## src/rtl/usdp_defs.svh

```systemverilog
// constants for the uart shadow data port
`ifndef USDP_DEFS_SVH
`define USDP_DEFS_SVH
`define USDP_ALIAS_BASE 32'h5000_1030
`define USDP_ALIAS_4 32'h5000_1040
`define USDP_ALIAS_5 32'h5000_1044
`define USDP_ALIAS_LAST 32'h5000_106C
`define USDP_CTRL_OFS 32'h5000_1070
`define USDP_STAT_OFS 32'h5000_1074
`define USDP_IRQ_OFS 32'h5000_1078
`define USDP_MASK_OFS 32'h5000_107C
`define USDP_FIFO_EN_BIT 0
`define USDP_IR_MODE_BIT 1
`define USDP_AVAIL_BIT 0
`define USDP_OE_BIT 1
`define USDP_HOLD_EMPTY_BIT 5
`define USDP_BAUD_DIV 16'h0015
`define USDP_FIFO_DEPTH 16
`define USDP_CHAR_W 8
`define USDP_RESET_WORD 32'h0000_0000
`endif

```

## src/rtl/usdp_pkg.sv

```systemverilog
// types shared by the uart shadow data port
package usdp_pkg;
    typedef struct packed {
        logic fifo_en;
        logic ir_mode;
    } usdp_ctrl_s;
    typedef struct packed {
        logic overrun;
        logic rx_avail;
        logic tx_empty;
    } usdp_evt_s;
    typedef enum logic [1:0] {
        USDP_IDLE,
        USDP_RD,
        USDP_WR
    } usdp_phase_e;
endpackage

```

## src/rtl/usdp_top.sv

```systemverilog
// uart shadow data port: ahb-lite slave, queues, serial lines
// Contract
// - sixteen word aliases all reach the same receive/transmit data path
// - normal mode uses serial pins, infrared mode the infrared pins
// - read data is valid only while the data-available flag is set
// - fifos off: new character overwrites unread one and flags overrun
// - fifos on: a read returns and consumes the receive queue head; a read right behind another returns the same byte again
// - receive queue full: keep contents, drop newcomer, flag overrun
// - fifos off, holding empty: one write clears holding-empty
// - fifos off: later writes before empty again overwrite the character
// - fifos on: writes accepted until the transmit queue is full
// - write to a full transmit queue is discarded, queue unchanged
//
// Decided for this implementation: the AHB-Lite slave port.
`timescale 1ns/1ps
`include "usdp_defs.svh"
module usdp_top #(
    parameter int DEPTH = `USDP_FIFO_DEPTH,
    parameter logic [15:0] BAUD_DIV = `USDP_BAUD_DIV
) (
    input wire logic hclk,
    input wire logic hresetn,
    input wire logic hsel,
    input wire logic [31:0] haddr,
    input wire logic [1:0] htrans,
    input wire logic hwrite,
    input wire logic [2:0] hsize,
    input wire logic [31:0] hwdata,
    input wire logic hready,
    output logic [31:0] hrdata,
    output logic hreadyout,
    output logic hresp,
    input wire logic ser_in,
    input wire logic ir_in,
    output logic ser_out,
    output logic ir_out_n,
    output logic irq
);
    import usdp_pkg::*;
    initial begin
        if (BAUD_DIV == 16'h0000) begin
            $error("baud divider must be nonzero");
        end
    end
    typedef struct packed {
        usdp_phase_e ph;
        logic [31:0] addr;
        logic [31:0] rdata;
        usdp_ctrl_s ctrl;
        logic [7:0] rx_hold;
        logic avail;
        logic oe;
        logic [7:0] tx_hold;
        logic hold_empty; // single-char holding empty
        logic empty_q; // idle-empty level one cycle ago
        logic [15:0] div;
        logic tick;
        logic [2:0] sin_sy;
        logic [2:0] sir_sy;
        usdp_evt_s irq_st;
        usdp_evt_s irq_mask;
    } usdp_top_s;
    usdp_top_s st_ff;
    usdp_top_s nxt_st;
    logic [7:0] rxq_dout;
    logic [7:0] txq_dout;
    logic rxq_full, rxq_empty, txq_full, txq_empty;
    logic rxq_push, rxq_pop, txq_push, txq_pop;
    logic [7:0] rx_char;
    logic rx_done, tx_busy, tx_line, tx_go, line_in;
    logic [7:0] tx_char;
    logic addr_ok, is_alias, rd_alias, wr_alias;
    logic avail_now, hold_empty_now;
    logic [31:0] rd_word;
    logic [7:0] wbyte;
    logic qflush;
    // data phase decode; every access is one wait-free data phase
    assign is_alias = st_ff.addr >= `USDP_ALIAS_BASE &&
        st_ff.addr <= `USDP_ALIAS_LAST;
    assign rd_alias = st_ff.ph == USDP_RD && is_alias;
    assign wr_alias = st_ff.ph == USDP_WR && is_alias;
    assign wbyte = hwdata[7:0];
    assign addr_ok = hsel && hready && htrans[1];
    assign hreadyout = 1'b1;
    assign hresp = 1'b0;
    assign hrdata = st_ff.rdata;
    // mode select: only the active pair is live
    assign line_in = st_ff.ctrl.ir_mode ? st_ff.sir_sy[2] :
        st_ff.sin_sy[2];
    assign ser_out = st_ff.ctrl.ir_mode ? 1'b1 : tx_line;
    assign ir_out_n = st_ff.ctrl.ir_mode ? tx_line : 1'b1;
    assign avail_now = st_ff.ctrl.fifo_en ? !rxq_empty : st_ff.avail;
    assign hold_empty_now = st_ff.ctrl.fifo_en ? txq_empty :
        st_ff.hold_empty;
    assign qflush = !st_ff.ctrl.fifo_en;
    assign rxq_push = rx_done && st_ff.ctrl.fifo_en;
    assign rxq_pop = rd_alias && st_ff.ctrl.fifo_en;
    assign txq_push = wr_alias && st_ff.ctrl.fifo_en;
    assign tx_go = !tx_busy && (st_ff.ctrl.fifo_en ? !txq_empty :
        !st_ff.hold_empty);
    assign tx_char = st_ff.ctrl.fifo_en ? txq_dout : st_ff.tx_hold;
    assign txq_pop = tx_go && st_ff.ctrl.fifo_en;
    assign irq = |(st_ff.irq_st & st_ff.irq_mask);
    // read mux, computed in the address phase
    always_comb begin
        rd_word = `USDP_RESET_WORD;
        if (haddr >= `USDP_ALIAS_BASE && haddr <= `USDP_ALIAS_LAST) begin
            rd_word[7:0] = st_ff.ctrl.fifo_en ? rxq_dout :
                st_ff.rx_hold;
        end else if (haddr == `USDP_CTRL_OFS) begin
            rd_word[`USDP_FIFO_EN_BIT] = st_ff.ctrl.fifo_en;
            rd_word[`USDP_IR_MODE_BIT] = st_ff.ctrl.ir_mode;
        end else if (haddr == `USDP_STAT_OFS) begin
            rd_word[`USDP_AVAIL_BIT] = avail_now;
            rd_word[`USDP_OE_BIT] = st_ff.oe;
            rd_word[`USDP_HOLD_EMPTY_BIT] = hold_empty_now;
        end else if (haddr == `USDP_IRQ_OFS) begin
            rd_word[2:0] = st_ff.irq_st;
        end else if (haddr == `USDP_MASK_OFS) begin
            rd_word[2:0] = st_ff.irq_mask;
        end
    end
    // next-state: bus, receive holding, transmit holding, events
    always_comb begin
        nxt_st = st_ff;
        nxt_st.sin_sy = {st_ff.sin_sy[1:0], ser_in};
        nxt_st.sir_sy = {st_ff.sir_sy[1:0], ir_in};
        nxt_st.tick = 1'b0;
        nxt_st.div = st_ff.div + 16'h0001;
        if (st_ff.div == BAUD_DIV - 16'h0001) begin
            nxt_st.div = '0;
            nxt_st.tick = 1'b1;
        end
        nxt_st.ph = USDP_IDLE;
        if (addr_ok) begin
            nxt_st.addr = haddr;
            nxt_st.ph = hwrite ? USDP_WR : USDP_RD;
            if (!hwrite) begin
                nxt_st.rdata = rd_word;
            end
        end
        // a read of the status word clears the overrun flag
        if (st_ff.ph == USDP_RD && st_ff.addr == `USDP_STAT_OFS) begin
            nxt_st.oe = 1'b0;
        end
        if (rd_alias && !st_ff.ctrl.fifo_en) begin
            nxt_st.avail = 1'b0;
        end
        if (rx_done) begin
            if (!st_ff.ctrl.fifo_en) begin
                nxt_st.rx_hold = rx_char;
                nxt_st.avail = 1'b1;
                if (st_ff.avail && !rd_alias) begin
                    nxt_st.oe = 1'b1;
                end
            end else if (rxq_full && !rxq_pop) begin
                nxt_st.oe = 1'b1;
            end
        end
        if (tx_go && !st_ff.ctrl.fifo_en) begin
            nxt_st.hold_empty = 1'b1;
        end
        if (wr_alias && !st_ff.ctrl.fifo_en) begin
            nxt_st.tx_hold = wbyte;
            nxt_st.hold_empty = 1'b0;
        end
        if (st_ff.ph == USDP_WR) begin
            if (st_ff.addr == `USDP_CTRL_OFS) begin
                nxt_st.ctrl.fifo_en = hwdata[`USDP_FIFO_EN_BIT];
                nxt_st.ctrl.ir_mode = hwdata[`USDP_IR_MODE_BIT];
                if (hwdata[`USDP_FIFO_EN_BIT] != st_ff.ctrl.fifo_en) begin
                    nxt_st.avail = 1'b0;
                    nxt_st.hold_empty = 1'b1;
                end
            end
            if (st_ff.addr == `USDP_MASK_OFS) begin
                nxt_st.irq_mask = hwdata[2:0];
            end
            if (st_ff.addr == `USDP_IRQ_OFS) begin
                nxt_st.irq_st = st_ff.irq_st & ~hwdata[2:0];
            end
        end
        // sticky events; a set in the clear cycle wins
        if (nxt_st.oe && !st_ff.oe) begin
            nxt_st.irq_st.overrun = 1'b1;
        end
        if (rx_done) begin
            nxt_st.irq_st.rx_avail = 1'b1;
        end
        // edge, not level, so a write-one clear of tx_empty can stick
        nxt_st.empty_q = hold_empty_now && !tx_busy;
        if (nxt_st.empty_q && !st_ff.empty_q) begin
            nxt_st.irq_st.tx_empty = 1'b1;
        end
    end
    always_ff @(posedge hclk or negedge hresetn) begin
        if (!hresetn) begin
            st_ff <= '0;
            st_ff.hold_empty <= 1'b1;
            st_ff.sin_sy <= 3'b111;
            st_ff.sir_sy <= 3'b111;
        end else begin
            st_ff <= nxt_st;
        end
    end
    usdp_queue #(.DEPTH(DEPTH)) u_rxq (
        .hclk(hclk),
        .hresetn(hresetn),
        .flush(qflush),
        .push(rxq_push),
        .din(rx_char),
        .pop(rxq_pop),
        .dout(rxq_dout),
        .full(rxq_full),
        .empty(rxq_empty)
    );
    usdp_queue #(.DEPTH(DEPTH)) u_txq (
        .hclk(hclk),
        .hresetn(hresetn),
        .flush(qflush),
        .push(txq_push),
        .din(wbyte),
        .pop(txq_pop),
        .dout(txq_dout),
        .full(txq_full),
        .empty(txq_empty)
    );
    usdp_serial u_ser (
        .hclk(hclk),
        .hresetn(hresetn),
        .tick16(st_ff.tick),
        .rx_line(line_in),
        .rx_char(rx_char),
        .rx_done(rx_done),
        .tx_go(tx_go),
        .tx_char(tx_char),
        .tx_busy(tx_busy),
        .tx_line(tx_line)
    );
    // assertions
    property p_alias_same;
        @(posedge hclk) disable iff (!hresetn)
        rd_alias && !st_ff.ctrl.fifo_en |-> hrdata[7:0] == st_ff.rx_hold
            || $past(rx_done);
    endproperty
    a_alias_same: assert property (p_alias_same)
        else $error("alias read does not return holding byte");
    property p_upper_zero;
        @(posedge hclk) disable iff (!hresetn)
        rd_alias |-> hrdata[31:8] == 24'h00_0000;
    endproperty
    a_upper_zero: assert property (p_upper_zero)
        else $error("reserved alias bits not zero");
    property p_mode_idle;
        @(posedge hclk) disable iff (!hresetn)
        st_ff.ctrl.ir_mode |-> ser_out;
    endproperty
    a_mode_idle: assert property (p_mode_idle)
        else $error("serial output active in infrared mode");
    property p_avail_set;
        @(posedge hclk) disable iff (!hresetn)
        rx_done && !st_ff.ctrl.fifo_en ##1 !$changed(st_ff.ctrl) |->
            st_ff.avail;
    endproperty
    a_avail_set: assert property (p_avail_set)
        else $error("data-available not set after receive");
    property p_overrun;
        @(posedge hclk) disable iff (!hresetn)
        rx_done && !st_ff.ctrl.fifo_en && st_ff.avail && !rd_alias |=>
            st_ff.oe;
    endproperty
    a_overrun: assert property (p_overrun)
        else $error("overwrite without overrun");
    property p_full_drop;
        @(posedge hclk) disable iff (!hresetn)
        rx_done && st_ff.ctrl.fifo_en && rxq_full && !rxq_pop |=>
            st_ff.oe && rxq_full;
    endproperty
    a_full_drop: assert property (p_full_drop)
        else $error("full receive queue not preserved");
    property p_empty_clr;
        @(posedge hclk) disable iff (!hresetn)
        wr_alias && !st_ff.ctrl.fifo_en && !tx_go |=> !st_ff.hold_empty;
    endproperty
    a_empty_clr: assert property (p_empty_clr)
        else $error("holding-empty not cleared by write");
    property p_tx_full;
        @(posedge hclk) disable iff (!hresetn)
        txq_push && txq_full && !txq_pop |=> txq_full;
    endproperty
    a_tx_full: assert property (p_tx_full)
        else $error("full transmit queue changed");
endmodule

```

## src/rtl/usdp_queue.sv

```systemverilog
// character queue used for both directions
`timescale 1ns/1ps
`include "usdp_defs.svh"
module usdp_queue #(
    parameter int DEPTH = `USDP_FIFO_DEPTH
) (
    input wire logic hclk,
    input wire logic hresetn,
    input wire logic flush,
    input wire logic push,
    input wire logic [7:0] din,
    input wire logic pop,
    output logic [7:0] dout,
    output logic full,
    output logic empty
);
    localparam int AW = $clog2(DEPTH);
    initial begin
        if (DEPTH < 2 || (1 << AW) != DEPTH) begin
            $error("queue depth must be a power of two, at least 2");
        end
    end
    typedef struct packed {
        logic [AW:0] wp;
        logic [AW:0] rp;
    } usdp_q_s;
    usdp_q_s st_ff;
    usdp_q_s nxt_st;
    logic [7:0] mem [DEPTH];
    // pointers carry one extra bit so full and empty differ
    assign empty = st_ff.wp == st_ff.rp;
    assign full = (st_ff.wp[AW] != st_ff.rp[AW]) &&
        (st_ff.wp[AW-1:0] == st_ff.rp[AW-1:0]);
    assign dout = mem[st_ff.rp[AW-1:0]];
    // push while full is dropped, contents kept; a pop frees the slot
    always_comb begin
        nxt_st = st_ff;
        if (flush) begin
            nxt_st.wp = '0;
            nxt_st.rp = '0;
        end else begin
            if (push && (!full || pop)) begin
                nxt_st.wp = st_ff.wp + 1'b1;
            end
            if (pop && !empty) begin
                nxt_st.rp = st_ff.rp + 1'b1;
            end
        end
    end
    always_ff @(posedge hclk or negedge hresetn) begin
        if (!hresetn) begin
            st_ff <= '0;
        end else begin
            st_ff <= nxt_st;
        end
    end
    // storage has no reset; dout still shows the entry at the read pointer when empty
    always_ff @(posedge hclk) begin
        if (push && (!full || pop) && !flush) begin
            mem[st_ff.wp[AW-1:0]] <= din;
        end
    end
endmodule

```

## src/rtl/usdp_serial.sv

```systemverilog
// 8n1 serial engine, rx and tx, on a baud enable
`timescale 1ns/1ps
`include "usdp_defs.svh"
module usdp_serial (
    input wire logic hclk,
    input wire logic hresetn,
    input wire logic tick16,
    input wire logic rx_line,
    output logic [7:0] rx_char,
    output logic rx_done,
    input wire logic tx_go,
    input wire logic [7:0] tx_char,
    output logic tx_busy,
    output logic tx_line
);
    typedef struct packed {
        logic rx_on;
        logic [3:0] rx_sub;
        logic [3:0] rx_bit;
        logic [7:0] rx_sh;
        logic [7:0] rx_char;
        logic rx_done;
        logic tx_on;
        logic [3:0] tx_sub;
        logic [3:0] tx_bit;
        logic [9:0] tx_sh;
    } usdp_ser_s;
    usdp_ser_s st_ff;
    usdp_ser_s nxt_st;
    assign rx_char = st_ff.rx_char;
    assign rx_done = st_ff.rx_done;
    assign tx_busy = st_ff.tx_on;
    assign tx_line = st_ff.tx_on ? st_ff.tx_sh[0] : 1'b1;
    // sample mid bit: 8 subticks after start edge, then every 16
    always_comb begin
        nxt_st = st_ff;
        nxt_st.rx_done = 1'b0;
        if (tx_go && !st_ff.tx_on) begin
            nxt_st.tx_on = 1'b1;
            nxt_st.tx_sh = {1'b1, tx_char, 1'b0};
            nxt_st.tx_sub = '0;
            nxt_st.tx_bit = '0;
        end
        if (tick16) begin
            if (!st_ff.rx_on && !rx_line) begin
                nxt_st.rx_on = 1'b1;
                nxt_st.rx_sub = 4'h8;
                nxt_st.rx_bit = '0;
            end else if (st_ff.rx_on) begin
                nxt_st.rx_sub = st_ff.rx_sub + 1'b1;
                if (st_ff.rx_sub == 4'hF) begin
                    nxt_st.rx_bit = st_ff.rx_bit + 1'b1;
                    if (st_ff.rx_bit == 4'h0 && rx_line) begin
                        nxt_st.rx_on = 1'b0; // false start
                    end else if (st_ff.rx_bit == 4'h9) begin
                        nxt_st.rx_on = 1'b0;
                        nxt_st.rx_char = st_ff.rx_sh;
                        nxt_st.rx_done = rx_line; // framing errors dropped
                    end else if (st_ff.rx_bit != 4'h0) begin
                        nxt_st.rx_sh = {rx_line, st_ff.rx_sh[7:1]};
                    end
                end
            end
            if (st_ff.tx_on) begin
                nxt_st.tx_sub = st_ff.tx_sub + 1'b1;
                if (st_ff.tx_sub == 4'hF) begin
                    nxt_st.tx_sh = {1'b1, st_ff.tx_sh[9:1]};
                    nxt_st.tx_bit = st_ff.tx_bit + 1'b1;
                    if (st_ff.tx_bit == 4'h9) begin
                        nxt_st.tx_on = 1'b0;
                    end
                end
            end
        end
    end
    always_ff @(posedge hclk or negedge hresetn) begin
        if (!hresetn) begin
            st_ff <= '0;
        end else begin
            st_ff <= nxt_st;
        end
    end
endmodule

```

## config.mk

```make
export PLATFORM = sky130hd
export DESIGN_NAME = usdp_top
export DESIGN_NICKNAME = d
export VERILOG_FILES = /design/src/rtl/usdp_pkg.sv /design/src/rtl/usdp_top.sv /design/src/rtl/usdp_queue.sv /design/src/rtl/usdp_serial.sv
export VERILOG_INCLUDE_DIRS = /design/src /design/src/rtl
export SDC_FILE = /design/constraint.sdc
export NUM_CORES = 1
export LEC_CHECK = 0
export ABC_CLOCK_PERIOD_IN_PS = 3000
export BUFFER_PORTS_ARGS = -buffer_cell sky130_fd_sc_hd__buf_2
export CELL_PAD_IN_SITES_DETAIL_PLACEMENT = 0
export CELL_PAD_IN_SITES_GLOBAL_PLACEMENT = 1
export CORE_MARGIN = 2
export CORE_UTILIZATION = 51
export DETAILED_ROUTE_END_ITERATION = 16
export PLACE_DENSITY = 0.89
export SYNTH_ARGS = -nofsm -noshare
export SYNTH_HDL_FRONTEND = slang
export SYNTH_SLANG_ARGS = --single-unit
```

## constraint.sdc

```tcl
create_clock -name hclk -period 3 [get_ports hclk]
set_input_delay 0.3 -clock hclk [delete_from_list [all_inputs] [get_ports hclk]]
set_output_delay 0.3 -clock hclk [all_outputs]
set_load 0.005 [all_outputs]
```

==> flow_summary.json, run 1 <==
{
  "drv_slew": 0,
  "viasPerCell": 5.72,
  "multiInputGateArea_mm2": 0.00558,
  "ys_top_cells_by_area": "edfxtp_1 (43%), dfrtp_1 (21%), mux4_2 (9.0%)",
  "synthXorXnorAreaFrac": 0.0183,
  "grt_pass1_vias": 10201,
  "antenna_left": 0,
  "maxCapViolations": 0,
  "cts_buffers": 43,
  "detail_route.wirelength_um": 35900,
  "dp_cells": 1647,
  "antenna_cells": 0,
  "avgSynthCellArea_um2": 15.6,
  "drive_gt1_frac": 0.273,
  "skew_ps": 33.8,
  "wl_met1_um": 15300,
  "clock_path_buffers": 3,
  "outcome": "finished, final reports clean",
  "grt_max_degree": 78,
  "fp-row-count": 68,
  "worst_slew_pin_slew_ps": 820,
  "cts_root_buf": "clkbuf_16",
  "muxShareOfSynthArea": 0.153,
  "hp-class": "input port to flip-flop",
  "synth_async_sr_flop_share": 0.382,
  "route.detailed.drc": 0,
  "numPortBuffers": 58,
  "coreArea_mm2": 0.0344,
  "netlist_area_mm2": 0.0177,
  "min_delay_worst_endpoint": "st_ff[111]",
  "setup-tns-final_ps": 0,
  "synth_top_cell_by_area": "edfxtp_1",
  "cts.htree.levels": 2,
  "grt_setup_unrepaired": "no",
  "reg2reg_to": "u_rxq.mem[2][6]",
  "synth_compound_area_frac": 0.0356,
  "die_area_mm2": 0.0362,
  "clk_pin_slew_ps": 60,
  "period_minus_slack_ps": 2640,
  "synth_top_cell_area_share": 0.435,
  "vias": 9993,
  "synth_warnings": 0,
  "antenna_found_initial": 0,
  "synth_edf_count": 256,
  "synth_simple_gate_area_frac": 0.0896,
  "gp_congestion": 0.783,
  "cp_data_required_time_ps": 3240,
  "finalSetupViolCount": 0,
  "synth_most_common_cell": "edfxtp_1",
  "synth_ff_type": "edfxtp_1",
  "arrival_ps": 2880,
  "numClockSinks": 414,
  "hpwl_um": 23100,
  "drt_iter0_markers": 885,
  "ir_worst_vdd_uv": 471,
  "reg2regPathDepth": 7,
  "met3_wirelength_um": 2350,
  "start_kind": "flip-flop",
  "start_util": 0.514,
  "wl_met2_um": 17400,
  "track_usage": 0.206,
  "worst_skew_pair.late_latency_ps": 560,
  "die_y_um": 190,
  "final_cells": 1747,
  "hold_viol_final": 0,
  "reg2reg_slack_ps": 360,
  "synth_cell_types": 70,
  "synth_common_cells": "edfxtp_1 (256), dfrtp_1 (151), nand2_1 (94), mux2_2 (77), mux4_2 (71)",
  "post_cts_resized": 0,
  "cellLeakagePower_nw": 7.27,
  "cp_max_fo": 18,
  "grt_pass1_wl_um": 57300,
  "first_pass_iters": 5,
  "hold_path_depth": 2,
  "min_period_over_period": 0.880,
  "cts_tree": "done",
  "synth_top_family_by_area": "multiplexers",
  "nNetsFinal": 1353,
  "path_class": "flip-flop to flip-flop",
  "ios": 113,
  "register_area_mm2": 0.0117,
  "synthAdderAreaFrac": 0.0134,
  "syn_to_final_growth_pct": 14.2,
  "seq_area_frac_synth": 0.659,
  "synth_seq_cells": 414,
  "rr_startpoint": "st_ff[110]",
  "crit_path_end_kind": "flip-flop",
  "filler_cell_count": 2562,
  "overflow": 0,
  "dr.max_layer_used": "met4",
  "min_from": "haddr[28]",
  "synth_cells": 1134,
  "max_freq_mhz": 379,
  "wire_per_inst_um": 20.6,
  "dieWidth_um": 190,
  "power_density_mw_per_mm2": 579,
  "slew_headroom": 0.452
}
## cells in the final DEF (no fill, tap or decap), types with 16 or more instances in the layout
cell / instances
edfxtp_1: 256
dfrtp_1: 149
nand2_1: 94
mux2_2: 77
mux4_2: 71
buf_2: 57
buf_4: 56
nor2_1: 55
clkbuf_16: 43
conb_1: 26
nor3_1: 25
mux2i_1: 24
nand3_1: 22
dlygate4sd3_1: 21
xor2_1: 19
o21ai_0: 19
ha_1: 19
xnor2_1: 18
inv_1: 16
a21oi_1: 16
clkbuf_1: 16
## critical path, stage by stage, from the launching register on
cell and delay, ps:
dfrtp_1 380, nor4_1 460, nand2_1 210, nor3_4 300, a21oi_2 150, nand2b_4 260
nor4_1 310, buf_4 250
## flip-flops by register name, indices dropped and copies added, names as in the netlist
name	count
u_rxq.mem	128
u_ser.rx_done	1
u_rxq.st_ff	10
u_ser.st_ff	35
u_txq.mem	128
u_txq.st_ff	10
u_ser.rx_char	8
nxt_st	4
st_ff	81
hrdata	8
u_ser.tx_busy	1
## how the worst max path moves through the flow
stage	start	endpoint	slack [ps]	cells after the start
after floorplan	st_ff[96]	u_rxq.mem[0][0]	230	7
after global placement	st_ff[110]	u_rxq.mem[3][3]	460	7
after detailed placement	st_ff[110]	u_rxq.mem[2][3]	410	7
after CTS	st_ff[110]	u_rxq.mem[2][6]	370	7
after global routing	st_ff[109]	u_rxq.mem[1][1]	200	7
final	st_ff[110]	u_rxq.mem[2][6]	360	7
## per-layer routing
layer | vias up | GRT usage
li1 | 4501 | -
met1 | 5088 | 0.285
met2 | 344 | 0.335
met3 | 60 | 0.0392
met4 | 0 | 0.0629
met5 | - | 0
## where the power goes
group	internal (mW)	switching (mW)
clock network	2.99	2.17
registers	6.13	0.0750
logic	0.159	0.180
## stage by stage
| step | power [mW] | utilization | setup WS (ps) | cell area (um^2) | hold slack, ps |
|---|---|---|---|---|---|
| finish | 11.7 | 0.588 | 359 | 20200 | 20.2 |
| global route | 12.1 | 0.588 | 204 | 20200 | 6.75 |
| CTS | 11.8 | 0.588 | 367 | 20200 | 1.55 |
| detailed placement | 6.64 | 0.541 | 414 | 18600 | 347 |
| global placement | 6.63 | 0.541 | 463 | 18600 | 347 |
| floorplan | 6.50 | - | 234 | 17800 | 4.41 |
## cell families after synthesis
family	Yosys count
compound gates	94
xor+xnor	37
fa+ha+maj	19
buf+inv	98
flops	414
mux	172
other cells	2
simple gates	298
## final cells by class
class                   instances  area share
inverters                      17     0.00316
well taps                     455      0.0282
clock buffers                  64      0.0597
multi-input cells             646       0.276
repair buffers                136      0.0469
flip-flops and latches        414       0.577
clock inverters                15     0.00892
## repair_timing
action | 4_1_cts | 5_1_grt
buffers inserted | 0 | 0
endpoints found under the setup margin | 0 | 0
hold endpoints to repair | 88 | 0
hold buffers | 21 | 0
(Power assumes the default switching activity.)
==> run 2: changes to the inputs <==
--- a/config.mk
+++ b/config.mk
@@ -12,3 +12,3 @@
 export CELL_PAD_IN_SITES_GLOBAL_PLACEMENT = 1
-export CORE_MARGIN = 2
+export CORE_MARGIN = 1
 export CORE_UTILIZATION = 51
==> constraint.sdc (replaced) <==
create_clock -name hclk -period 3 [get_ports hclk]
set_input_delay 0.75 -clock hclk [delete_from_list [all_inputs] [get_ports hclk]]
set_output_delay 0.75 -clock hclk [all_outputs]
set_load 0.005 [all_outputs]
==> flow_summary.json, run 2 (synthesis gave the netlist of run 1 again) <==
{
  "drive_gt1_frac": 0.282,
  "wire_per_inst_um": 20.1,
  "crit_path_end_kind": "flip-flop",
  "min_period_over_period": 0.901,
  "start_kind": "flip-flop",
  "drt_iter0_markers": 785,
  "finalPower_mw": 11.6,
  "worst_skew_pair.late_latency_ps": 570,
  "crit_family": "simple AND/OR/NAND/NOR gates",
  "start_util": 0.523,
  "p_int_mw": 9.15,
  "ir_worst_vdd_uv": 486,
  "cp_data_required_time_ps": 3260,
  "path_buf_inv": 1,
  "multiInputGateArea_mm2": 0.00558,
  "cts.htree.levels": 2,
  "hpwl_um": 22900,
  "power_density_mw_per_mm2": 580,
  "detail_route.wirelength_um": 34500,
  "period_minus_slack_ps": 2700,
  "outcome": "finished, final reports clean",
  "drv_slew": 0,
  "setup.worst_path.start": "st_ff[96]",
  "post_cts_buffers": 0,
  "antenna_cells": 0,
  "cp_cell_sequence": "nor4_4 -> and4_1 -> nand3_1 -> nor3_2 -> nand2_1 -> nor3_1 -> buf_4",
  "hold_viol_final": 0,
  "clkPwrFrac": 0.436,
  "final_cell_mix": "edfxtp_1 (256), dfrtp_1 (149), nand2_1 (94)",
  "postCtsHoldBufs": 0,
  "first_pass_iters": 5,
  "post_cts_resized": 0,
  "gp_congestion": 0.800,
  "syn_to_final_growth_pct": 12.8,
  "p_comb_frac": 0.027,
  "reg2reg_slack_ps": 300,
  "cts_buffers": 42,
  "grt_pass1_vias": 9946,
  "skew_ps": 55.5,
  "arrival_ps": 2970,
  "cp_slowest_cell": "nor3_2",
  "p_sw_frac": 0.209,
  "path_class": "flip-flop to flip-flop",
  "max_freq_mhz": 370,
  "nNetsFinal": 1330,
  "grt_pass1_wl_um": 55200,
  "power_frac_seq": 0.537,
  "p_sw_mw": 2.41,
  "fp-row-count": 67,
  "setup-tns-final_ps": 0,
  "antenna_left": 0,
  "stdcell_area_mm2": 0.0200,
  "critPathMaxStageDelay_ps": 480,
  "dieWidth_um": 188,
  "maxCapViolations": 0,
  "coreArea_mm2": 0.0338,
  "clk_pin_slew_ps": 60,
  "setup_ws_ps": 296,
  "finalSetupViolCount": 0,
  "track_usage": 0.200,
  "final_common_cell": "edfxtp_1",
  "rr_startpoint": "st_ff[96]",
  "grt_setup_unrepaired": "no",
  "fin_util": 0.591,
  "die_y_um": 188,
  "cp_max_fo": 9,
  "hp-class": "input port to async pin",
  "antenna_found_initial": 0,
  "slew_headroom": 0.469,
  "numClockSinks": 414,
  "die_area_mm2": 0.0354,
  "grt_max_degree": 58,
  "register_area_mm2": 0.0117,
  "route.detailed.drc": 0,
  "cts_tree": "done",
  "vias": 9881,
  "cts_root_buf": "clkbuf_16",
  "ios": 113,
  "reg2reg_to": "u_txq.mem[0][6]",
  "reg2regPathDepth": 7,
  "overflow": 0,
  "dp_slack_ps": 316,
  "viasPerCell": 5.76,
  "filler_cell_count": 2491,
  "postPlaceCellArea_mm2": 0.0186,
  "worst_slew_pin_slew_ps": 794,
  "numPortBuffers": 58,
  "cellLeakagePower_nw": 7.17,
  "clock_path_buffers": 3
}
run 2: changes by cell type in the layout (fill, tap and decap cells not counted), sizes merged:
| cell | previous run | this run |
|---|---|---|
| dlygate4sd3 | 21 | 0 |
| clkbuf | 64 | 50 |
| buf | 115 | 114 |
| clkinvlp | 0 | 3 |
| clkinv | 11 | 21 |
| inv | 19 | 18 |
run 2: layout make-up:
type                    instances  area share
well taps                     448      0.0281
repair buffers                114      0.0372
inverters                      17     0.00320
clock inverters                27      0.0118
flip-flops and latches        414       0.584
multi-input cells             646       0.280
clock buffers                  50      0.0562
run 2: how the worst max path moves through the flow:
stage               cells after the start         endpoint  slack, ps
floorplan                               7  u_rxq.mem[0][0]        230
global placement                        7  u_txq.mem[3][4]        420
detailed placement                      7  u_txq.mem[1][4]        320
CTS                                     7  u_rxq.mem[4][1]        310
global route                            7  u_txq.mem[1][7]        110
finish                                  7  u_txq.mem[0][6]        300
run 2: stage by stage:
stage                     hold WS [ps]  std cells
final                              150       1716
after global routing               171       1716
after CTS                          149       1716
after detailed placement           347       1639
after global placement             348       1639
after floorplan                    345       1158
run 2: routing by layer:
layer / vias to the layer above / track usage / wire length, um
met2: 367 / 0.325 / 16800
met3: 58 / 0.0328 / 2140
met4: 0 / 0.0575 / 720
li1: 4463 / - / -
met5: - / 0 / 0
met1: 4993 / 0.280 / 14800
run 2: power groups by stage:
| stage | sequential, mW | combinational (mW) | clock, mW |
|---|---|---|---|
| global route | 6.22 | 0.346 | 5.37 |
| floorplan | 6.30 | 0.199 | 0 |
| global placement | 6.32 | 0.304 | 0 |
| CTS | 6.21 | 0.318 | 5.15 |
| detailed placement | 6.32 | 0.317 | 0 |
| finish | 6.21 | 0.313 | 5.04 |
==> run 3: changes to the inputs <==
CORE_MARGIN = 5   (was 1)
==> flow_summary.json, run 3 (synthesis gave the netlist of run 1 again) <==
{
  "grt_pass1_vias": 10153,
  "ios": 113,
  "wire_per_inst_um": 20.7,
  "maxCapViolations": 0,
  "fin_util": 0.580,
  "die_y_um": 196,
  "hold_viol_final": 0,
  "grt_max_degree": 64,
  "dieWidth_um": 196,
  "reg2reg_slack_ps": 200,
  "final_common_cell": "edfxtp_1",
  "viasPerCell": 5.72,
  "hp-class": "input port to async pin",
  "cts.htree.levels": 2,
  "period_minus_slack_ps": 2800,
  "finalPower_mw": 11.5,
  "rr_startpoint": "st_ff[110]",
  "max_freq_mhz": 357,
  "gp_congestion": 0.782,
  "track_usage": 0.188,
  "setup-tns-final_ps": 0,
  "syn_to_final_growth_pct": 12.8,
  "fp-row-count": 68,
  "drv_slew": 0,
  "finalSetupViolCount": 0,
  "drt_iter0_markers": 643,
  "die_area_mm2": 0.0385,
  "detail_route.wirelength_um": 35600,
  "antenna_cells": 0,
  "path_class": "flip-flop to flip-flop",
  "route.detailed.drc": 0,
  "post_cts_buffers": 0,
  "dp_cells": 1645,
  "overflow": 0,
  "arrival_ps": 2970,
  "crit_path_end_kind": "flip-flop",
  "coreArea_mm2": 0.0344,
  "reg2regPathDepth": 6,
  "cellLeakagePower_nw": 7.15,
  "start_kind": "flip-flop",
  "ir_worst_vdd_uv": 360,
  "worst_slew_pin_slew_ps": 1130,
  "cp_max_fo": 8,
  "start_util": 0.514,
  "cp_data_required_time_ps": 3160,
  "outcome": "finished, final reports clean",
  "filler_cell_count": 2580,
  "postCtsHoldBufs": 0,
  "hold_ws_ps": 158,
  "clock_path_buffers": 3,
  "vias": 9865,
  "worst_skew_pair.late_latency_ps": 560,
  "min_period_over_period": 0.934,
  "grt_pass1_wl_um": 57000,
  "multiInputGateArea_mm2": 0.00559,
  "numPortBuffers": 58,
  "antenna_found_initial": 0,
  "hpwl_um": 22900,
  "antenna_left": 0,
  "slew_headroom": 0.240,
  "clk_pin_slew_ps": 60,
  "cts_buffers": 43,
  "final_cell_mix": "edfxtp_1 (256), dfrtp_1 (149), nand2_1 (94)",
  "grt_setup_unrepaired": "no",
  "cts_tree": "done",
  "final_cells": 1724,
  "numClockSinks": 414,
  "register_area_mm2": 0.0117,
  "reg2reg_to": "u_rxq.mem[5][3]",
  "first_pass_iters": 5,
  "skew_ps": 20.0,
  "cts_root_buf": "clkbuf_16",
  "nNetsFinal": 1330,
  "drive_gt1_frac": 0.279,
  "power_density_mw_per_mm2": 578
}
run 3: cell types whose count changed in the layout (fill, tap and decap cells not counted), moves of 2 or more:
| cell | change |
|---|---|
| buf_4 | -2 |
| clkbuf_1 | +3 |
| clkbuf_8 | -4 |
| clkinv_1 | +2 |
| clkinv_2 | -3 |
| clkinvlp_2 | +3 |
| clkinvlp_4 | -2 |
| inv_8 | +2 |
run 3: worst max path at each step:
stage	startpoint	slack, ps	to
after floorplan	st_ff[96]	230	u_rxq.mem[0][0]
after global placement	st_ff[110]	150	u_rxq.mem[5][4]
after detailed placement	st_ff[110]	130	u_rxq.mem[4][6]
after CTS	st_ff[110]	140	u_rxq.mem[4][6]
after global routing	st_ff[110]	30	u_rxq.mem[5][1]
final	st_ff[110]	200	u_rxq.mem[5][3]
run 3: worst max-delay path, cell delays in order (launching register included):
cell	delay (ps)
dfrtp_1	380
nor4_1	370
nand2_1	200
nor3_4	270
a21oi_2	100
nand2b_4	170
nor3_1	930
run 3: power by group:
| group | switching [mW] | internal [mW] |
|---|---|---|
| sequential | 0.0741 | 6.14 |
| combinational | 0.174 | 0.142 |
| clock | 2.17 | 2.84 |
run 3: timing repair:
action,CTS,global route
gates resized for setup,0,1
hold endpoints to repair,0,0
setup endpoints to repair,0,8
run 3: area by class of cell:
class | count | area share
flip-flops and latches | 414 | 0.584
repair buffers | 113 | 0.0374
well taps | 455 | 0.0285
inverters | 17 | 0.00320
clock inverters | 29 | 0.0115
clock buffers | 50 | 0.0553
multi-input cells | 646 | 0.280
run 3: through the flow:
stage / setup WS, ps / cell area, um^2
final: 199 / 20000
after global routing: 26.1 / 20000
after CTS: 139 / 19900
after detailed placement: 134 / 18600
after global placement: 153 / 18600
after floorplan: 234 / 17800
run 3: routing by layer:
metal / share of wire / global-route usage / vias to the layer above / wire, um
li1: - / - / 4464 / -
met1: 0.44 / 0.272 / 5061 / 15800
met2: 0.48 / 0.299 / 279 / 17100
met3: 0.058 / 0.0333 / 61 / 2050
met4: 0.020 / 0.0491 / 0 / 721
met5: 0 / 0 / - / 0
